## src/design/bcd_consts.svh

```systemverilog
`ifndef BCD_CONSTS_SVH
`define BCD_CONSTS_SVH

// ----------------------------------------------------------------
// register map
// ----------------------------------------------------------------
`define APB_AW          8
`define REG_CTRL        8'h00
`define REG_STATUS      8'h04
`define REG_WRAPS       8'h08

// ----------------------------------------------------------------
// field positions and reset values
// ----------------------------------------------------------------
`define CTRL_GATE_BIT   0
`define CTRL_RST        1'b1
`define ST_STATE_LSB    0
`define ST_TERM_BIT     4
`define ST_ASYNC_BIT    5
`define ST_ILLEGAL_BIT  6
`define WRAPS_W         16
`define WRAPS_RST       16'h0000
`define WRAPS_ONE       16'h0001
`define PINS_RST        9'h0C0

// ----------------------------------------------------------------
// counter codes
// ----------------------------------------------------------------
`define BCD_ZERO        4'h0
`define BCD_NINE        4'h9

`endif

```

## src/design/bcd_pkg.sv

```systemverilog
`include "bcd_consts.svh"

package bcd_pkg;

  // ----------------------------------------------------------------
  // pin group, sampled together through one synchroniser
  // ----------------------------------------------------------------
  typedef struct packed {
    logic       count_clock;
    logic       clear_n;
    logic       load_enable_n;
    logic       parallel_count_enable;
    logic       trickle_count_enable;
    logic [3:0] preset_inputs;
  } pin_bus_t;

  // mode after priority resolution, gray along clear-load-count-hold
  typedef enum logic [1:0] {
    OP_HOLD  = 2'b00,
    OP_COUNT = 2'b01,
    OP_LOAD  = 2'b11,
    OP_CLEAR = 2'b10
  } op_mode_t;

  // ----------------------------------------------------------------
  // next code when counting; illegal codes fold back within two steps
  // ----------------------------------------------------------------
  function automatic logic [3:0] bcd_inc(input logic [3:0] q);
    logic [3:0] n;
    n = 4'h0;
    case (q)
      `BCD_NINE: n = `BCD_ZERO;
      4'hA:      n = 4'hB;
      4'hB:      n = 4'h6;
      4'hC:      n = 4'hD;
      4'hD:      n = 4'h4;
      4'hE:      n = 4'hF;
      4'hF:      n = 4'h2;
      default:   n = 4'(q + 4'h1);
    endcase
    return n;
  endfunction : bcd_inc

  function automatic logic is_nine(input logic [3:0] q);
    return q == `BCD_NINE;
  endfunction : is_nine

endpackage : bcd_pkg

```

## src/design/bit_sync.sv

```systemverilog
`timescale 1ns/10ps
`default_nettype none

// two-stage synchroniser; first stage feeds only the second
module bit_sync #(
  parameter int           W       = 1,
  parameter logic [W-1:0] RST_VAL = '0
) (
  input  wire logic         clk,
  input  wire logic         rst_n,
  input  wire logic [W-1:0] d,
  output logic      [W-1:0] q
);

  logic [W-1:0] meta_r;
  logic [W-1:0] meta_nxt;
  logic [W-1:0] q_nxt;

  always_comb begin
    meta_nxt = d;
    q_nxt    = meta_r;
  end

  always_ff @(posedge clk or negedge rst_n) begin
    if (!rst_n) begin
      meta_r <= RST_VAL;
      q      <= RST_VAL;
    end else begin
      meta_r <= meta_nxt;
      q      <= q_nxt;
    end
  end

endmodule : bit_sync

`default_nettype wire

```

## src/design/rst_sync.sv

```systemverilog
`timescale 1ns/10ps
`default_nettype none

// asserts at once, releases two clocks after rstn rises
module rst_sync (
  input  wire logic clk,
  input  wire logic rstn,
  output logic      rst_n_out
);

  logic stage_r;

  always_ff @(posedge clk or negedge rstn) begin
    if (!rstn) begin
      stage_r   <= 1'b0;
      rst_n_out <= 1'b0;
    end else begin
      stage_r   <= 1'b1;
      rst_n_out <= stage_r;
    end
  end

endmodule : rst_sync

`default_nettype wire

```

## src/design/bcd_decade_counter.sv

```systemverilog
// Added by the designer: the APB interface to the registers and the address map.
`timescale 1ns/10ps
`default_nettype none
`include "bcd_consts.svh"

module bcd_decade_counter
  import bcd_pkg::*;
#(
  parameter bit ASYNC_CLEAR = 1'b1
) (
  input  wire logic                clk,
  input  wire logic                rstn,
  input  wire logic                psel,
  input  wire logic                penable,
  input  wire logic                pwrite,
  input  wire logic [`APB_AW-1:0]  paddr,
  input  wire logic [31:0]         pwdata,
  output logic      [31:0]         prdata,
  output logic                     pready,
  output logic                     pslverr,
  input  wire logic                count_clock,
  input  wire logic                clear_n,
  input  wire logic                load_enable_n,
  input  wire logic                parallel_count_enable,
  input  wire logic                trickle_count_enable,
  input  wire logic [3:0]          preset_inputs,
  output logic      [3:0]          count_state_outputs,
  output logic                     terminal_count
);

  // ----------------------------------------------------------------
  // reset and pin synchronisers
  // ----------------------------------------------------------------
  logic     rst_n_s;
  logic     state_rst_n;
  pin_bus_t pins_raw;
  pin_bus_t pins_s;

  rst_sync u_rst_sync (
    .clk       (clk),
    .rstn      (rstn),
    .rst_n_out (rst_n_s)
  );

  assign pins_raw = '{
    count_clock:           count_clock,
    clear_n:               clear_n,
    load_enable_n:         load_enable_n,
    parallel_count_enable: parallel_count_enable,
    trickle_count_enable:  trickle_count_enable,
    preset_inputs:         preset_inputs
  };

  bit_sync #(
    .W       ($bits(pin_bus_t)),
    .RST_VAL (`PINS_RST)
  ) u_pin_sync (
    .clk   (clk),
    .rst_n (rst_n_s),
    .d     (pins_raw),
    .q     (pins_s)
  );

  // async variant: the raw pin clears the state flops without a clock;
  // a glitch on the pin clears too, as it would on the real part
  assign state_rst_n = ASYNC_CLEAR ? (rst_n_s & clear_n) : rst_n_s;

  // ----------------------------------------------------------------
  // count clock edge detect
  // ----------------------------------------------------------------
  logic cclk_d_r;
  logic cclk_d_nxt;
  logic cclk_edge;

  always_comb begin
    cclk_d_nxt = pins_s.count_clock;
  end

  always_ff @(posedge clk or negedge rst_n_s) begin
    if (!rst_n_s) begin
      cclk_d_r <= 1'b0;
    end else begin
      cclk_d_r <= cclk_d_nxt;
    end
  end

  assign cclk_edge = pins_s.count_clock & ~cclk_d_r;

  // ----------------------------------------------------------------
  // mode resolution
  // ----------------------------------------------------------------
  logic     [0:0] ctrl_r;
  op_mode_t       mode;

  // in the async variant the synchronised clear keeps the state at zero
  // for two more clocks after release, so recovery never races an edge
  always_comb begin
    mode = OP_HOLD;
    if (!pins_s.clear_n) begin
      mode = OP_CLEAR;
    end else if (!pins_s.load_enable_n) begin
      mode = OP_LOAD;
    end else if (pins_s.parallel_count_enable && pins_s.trickle_count_enable
                 && ctrl_r[`CTRL_GATE_BIT]) begin
      mode = OP_COUNT;
    end
  end

  // ----------------------------------------------------------------
  // counter state and terminal count
  // ----------------------------------------------------------------
  logic [3:0] state_r;
  logic [3:0] state_nxt;
  logic       term_r;
  logic       term_nxt;

  always_comb begin
    state_nxt = state_r;
    if (cclk_edge) begin
      case (mode)
        OP_CLEAR: state_nxt = `BCD_ZERO;
        OP_LOAD:  state_nxt = pins_s.preset_inputs;
        OP_COUNT: state_nxt = bcd_inc(state_r);
        OP_HOLD:  state_nxt = state_r;
        default:  state_nxt = state_r;
      endcase
    end
    // registered from the next state, so the pin has no decode spikes
    term_nxt = pins_s.trickle_count_enable && is_nine(state_nxt);
  end

  always_ff @(posedge clk or negedge state_rst_n) begin
    if (!state_rst_n) begin
      state_r <= `BCD_ZERO;
      term_r  <= 1'b0;
    end else begin
      state_r <= state_nxt;
      term_r  <= term_nxt;
    end
  end

  assign count_state_outputs = state_r;
  assign terminal_count      = term_r;

  // ----------------------------------------------------------------
  // apb slave: zero wait, answer registered at the setup edge
  // ----------------------------------------------------------------
  logic [0:0]          ctrl_nxt;
  logic [`WRAPS_W-1:0] wraps_r;
  logic [`WRAPS_W-1:0] wraps_nxt;
  logic [31:0]         prdata_nxt;
  logic                pready_nxt;
  logic                pslverr_nxt;
  logic                apb_setup;
  logic                apb_wr;
  logic                wrap_evt;
  logic                wraps_clr;

  assign apb_setup = psel & ~penable;
  assign apb_wr    = psel & penable & pready & pwrite;
  assign wrap_evt  = cclk_edge && (mode == OP_COUNT) && is_nine(state_r);
  assign wraps_clr = apb_wr && (paddr == `REG_WRAPS);

  always_comb begin
    ctrl_nxt    = ctrl_r;
    wraps_nxt   = wraps_r;
    prdata_nxt  = prdata;
    pready_nxt  = apb_setup;
    pslverr_nxt = 1'b0;
    if (apb_setup) begin
      prdata_nxt = 32'h0000_0000;
      case (paddr)
        `REG_CTRL: begin
          prdata_nxt[`CTRL_GATE_BIT] = ctrl_r[0];
        end
        `REG_STATUS: begin
          prdata_nxt[`ST_STATE_LSB +: 4] = state_r;
          prdata_nxt[`ST_TERM_BIT]       = term_r;
          prdata_nxt[`ST_ASYNC_BIT]      = ASYNC_CLEAR;
          prdata_nxt[`ST_ILLEGAL_BIT]    = state_r > `BCD_NINE;
        end
        `REG_WRAPS: begin
          prdata_nxt[`WRAPS_W-1:0] = wraps_r;
        end
        default: begin
          pslverr_nxt = 1'b1;
        end
      endcase
    end
    if (apb_wr && (paddr == `REG_CTRL)) begin
      ctrl_nxt[0] = pwdata[`CTRL_GATE_BIT];
    end
    // a wrap in the clearing cycle is kept: set wins over clear
    if (wrap_evt) begin
      wraps_nxt = wraps_clr ? `WRAPS_ONE : `WRAPS_W'(wraps_r + `WRAPS_ONE);
    end else if (wraps_clr) begin
      wraps_nxt = `WRAPS_RST;
    end
  end

  always_ff @(posedge clk or negedge rst_n_s) begin
    if (!rst_n_s) begin
      ctrl_r  <= `CTRL_RST;
      wraps_r <= `WRAPS_RST;
      prdata  <= 32'h0000_0000;
      pready  <= 1'b0;
      pslverr <= 1'b0;
    end else begin
      ctrl_r  <= ctrl_nxt;
      wraps_r <= wraps_nxt;
      prdata  <= prdata_nxt;
      pready  <= pready_nxt;
      pslverr <= pslverr_nxt;
    end
  end
endmodule : bcd_decade_counter

`default_nettype wire

```

## config.mk

```make
export PLATFORM = sky130hd
export DESIGN_NAME = bcd_decade_counter
export DESIGN_NICKNAME = d
export VERILOG_FILES = /design/src/design/bcd_pkg.sv /design/src/design/bit_sync.sv /design/src/design/rst_sync.sv /design/src/design/bcd_decade_counter.sv
export VERILOG_INCLUDE_DIRS = /design/src /design/src/design
export SDC_FILE = /design/constraint.sdc
export NUM_CORES = 1
export LEC_CHECK = 0
export BUFFER_PORTS_ARGS = -buffer_cell sky130_fd_sc_hd__buf_2
export CORE_ASPECT_RATIO = 0.7
export CORE_MARGIN = 2
export CORE_UTILIZATION = 54
export CTS_CLUSTER_SIZE = 8
export DETAILED_ROUTE_END_ITERATION = 6
export PLACE_DENSITY = 0.85
export RECOVER_POWER = 50
export SLEW_MARGIN = 20
export SYNTH_ARGS = -nofsm -noshare
export SYNTH_HDL_FRONTEND = slang
export SYNTH_SLANG_ARGS = --single-unit
```

## constraint.sdc

```tcl
create_clock -name clk -period 4.6 [get_ports clk]
set_clock_uncertainty 0.15 [all_clocks]
set_input_delay 0.92 -clock clk [delete_from_list [all_inputs] [get_ports clk]]
set_output_delay 0.92 -clock clk [all_outputs]
set_load 0.005 [all_outputs]
```

==> run metrics <==
Post-synth EDFFs=0; synth top area cells=dfrtp_1 (50%), dfstp_2 (4.7%), buf_4 (4.6%); gpl congestion=0.909; antenna-violating nets left=0; P_int=0.822 mW; Max Clk Rate=about 0.37 GHz; Hold-fix buffers, CTS=0; Final nets=369; drt via density=5.30; synthesized instance count=262; async set-reset flop share out of synthesis=100%; PortBufs=45; switching fraction of total power=26.8%; full die area=5770 um2; Die Y=64.2 um; Leak Pwr=1.43 nW; clk buf depth=2; max_cap viols=1; via count=2030; final slew viol count=35; largest net degree at the start of global routing=35; hpwl dp=3.76 mm; Rel. slew slack=-15.2%; first-pass GRT wire length=8.88 mm; row count=21; 1st-pass router iterations=5; critical path class=primary input to flip-flop; Placed Cells=367; Seq pwr share=52.8%; post-CTS sizing=0; power share of the combinational group=10.7%; chip width=90.0 um; Final Non-Filler Cells=roughly 380; initial antenna violation count=0; mapped cell area=2790 um2; DRC Markers=0; grt met3 use=6.72%; TritonCTS clock tree=built; CP Launch Type=primary input; Total GRT Usage=20.0%; DR iter-0 viols=231; Hold Crit Class=flip-flop to async pin; root buf cell=clkbuf_8; H-tree depth=3; Worst VDD drop=about 0.28 mV; share of cells above drive strength 1=23.9%; Sinks on Clock Net=61; Layout Utilization=65.1%; P_sw=roughly 0.30 mW; worst-skew pair later-pin latency=0.33 ns; Power, Total=1.12 mW; cts bufs inserted=9; setup violators final=0; Total Routed Length=5.19 mm; Syn-to-layout area delta=13.8%; IO Pins=93; Mean Syn Cell Area=10.7 um2; cell type with the largest total area after synthesis=dfrtp_1; Yosys warning total=0; Worst Setup End Kind=flip-flop; CP max FO=16; Post-CTS Setup Bufs=0; WP data required=4.66 ns; min Tclk post-route=2.72 ns; Period Utilization, post-route=59.2%; setup TNS=0 ns; GR Util met1=28.0%; busiest grt layer=met2; failing checks=max-capacitance violations, max-slew violations; Final Hold Fails=0; flops & latches, synth=a little over 60; core area=about 4900 um2; Critical Path AT=2.78 ns; proportion of power drawn by the clock network=36.4%; RSZ-0062 raised after global routing=false; status=complete, but fails checks; n_diodes=0; met2 usage=between 20% and 30%; Avg WL per Cell=around 14 um; Synth top area share=between 50% and 60%; PwrDens=about 350 nW/um2; Primary FF master, synth=dfrtp_1; Worst Max-Slew Pin Slew=1.73 ns; Layout fillers=slightly below 400; vias in the first global route=1833; Initial Utilization=57.1%; count of cell types in the netlist=43; part of the Yosys area used for sequential elements=54.9%; global route overflow=0; CTS clk-pin slew, worst paths=0.07 ns
==> metrics by stage <==
| step | area, um2 | hold slack (ns) | setup WS (ns) |
|---|---|---|---|
| floorplan | 2850 | 0.181 | 2.24 |
| global placement | 3010 | 0.0822 | 1.63 |
| detailed placement | 3010 | 0.0824 | 1.53 |
| CTS | 3190 | 0.0817 | 1.89 |
| global route | 3180 | 0.197 | 1.53 |
| finish | 3180 | 0.197 | 1.88 |
==> worst max-delay path, stage by stage <==
cell and delay (ns):
buf_2 0.09, nor4_1 0.42, nand2_1 0.27, nor4b_4 0.80
nand2b_1 0.21, xnor2_1 0.06
==> area by class of cell <==
class | instances | area (um2) | share of cell area (%)
clock buffer | 11 | 141 | 4.45
inverter | 3 | 11.3 | 0.354
timing repair buffer | 46 | 228 | 7.16
tap | 69 | 86.3 | 2.72
multi-input combinational | 188 | 1140 | 36.0
sequential | 61 | 1530 | 48.2
clock inverter | 5 | 36.3 | 1.14
==> cells by family after synthesis <==
group           count (synthesis)  share of synthesized area, %
flops                          61                          54.9
compound gates                 26                          6.18
buf+inv                        28                          6.18
simple gates                  119                          23.3
xor+xnor                       15                          4.70
mux                             5                          1.84
fa+ha+maj                       6                          2.69
other cells                     2                         0.269
==> final timing paths <==
check	startpoint	end	slack [ns]	cells past startpoint
max reg2reg	u_rst_sync.rst_n_out$_DFF_PN0_	prdata[9]$_DFFE_PN0P_	2.02	1
min in group clk	u_pin_sync.meta_r[2]$_DFF_PN0_	u_pin_sync.q[2]$_DFF_PN0_	0.20	0
min	u_rst_sync.rst_n_out$_DFF_PN0_	u_pin_sync.q[5]$_DFF_PN0_	0.20	0
max in group asynchronous	u_rst_sync.rst_n_out$_DFF_PN0_	prdata[9]$_DFFE_PN0P_	2.02	1
min reg2reg	u_rst_sync.rst_n_out$_DFF_PN0_	u_pin_sync.q[5]$_DFF_PN0_	0.20	0
max	paddr[7]	wraps_r[0]$_DFFE_PN0P_	1.88	6
==> power by group through the flow <==
stage,sequential [mW],clock [mW],combinational (mW)
floorplan,0.594,0,0.0882
global placement,0.601,0,0.114
detailed placement,0.603,0,0.120
CTS,0.593,0.422,0.120
global route,0.597,0.451,0.136
finish,0.593,0.409,0.120
==> flip-flops by register name, indices dropped and copies added, names as in the netlist <==
name                  flops
u_pin_sync.meta_r         9
ctrl_r                    1
terminal_count            1
pready                    1
u_pin_sync.q              9
cclk_d_r                  1
u_rst_sync.rst_n_out      1
wraps_r                  16
u_rst_sync.stage_r        1
pslverr                   1
count_state_outputs       4
prdata                   16
==> cells in the final DEF (no fill, tap or decap), types with 3 or more instances in the layout <==
master	instances
dfrtp_1	56
buf_2	44
nand2_1	30
nor2_1	27
nand3_1	20
conb_1	17
xor2_1	14
clkbuf_8	10
nand4_1	9
o21ai_0	7
a21oi_1	6
ha_1	6
and3_1	5
dfstp_2	5
mux2i_1	4
a221oi_1	4
inv_1	3
nand2b_1	3
o31ai_1	3
nor2b_1	3
and2_1	3
nor2_2	3
clkinvlp_4	3
clkbuf_1	3
==> routing by layer <==
metal  up-vias  wire length, um
li1        970                -
met1       954             2440
met2       101             2250
met3         5              446
met4         0               48
met5         -                0
==> Yosys cell counts (2+ instances only) <==
library cell / count
o31ai_1: 3
dfrtp_1: 56
conb_1: 2
ha_1: 6
nor2_1: 27
and3_1: 5
nor4_1: 2
buf_2: 3
clkbuf_1: 4
nor3_1: 2
inv_1: 3
buf_4: 17
a22oi_1: 2
nor2b_1: 3
nand2b_1: 3
nand4_1: 9
mux2i_1: 4
a21oi_1: 6
a221oi_1: 4
nand2_1: 30
dfstp_2: 5
nor2_2: 3
o21ai_0: 7
nand3_1: 20
and2_1: 4
and4_1: 2
xor2_1: 14
Power figures use the tool's default switching activity.
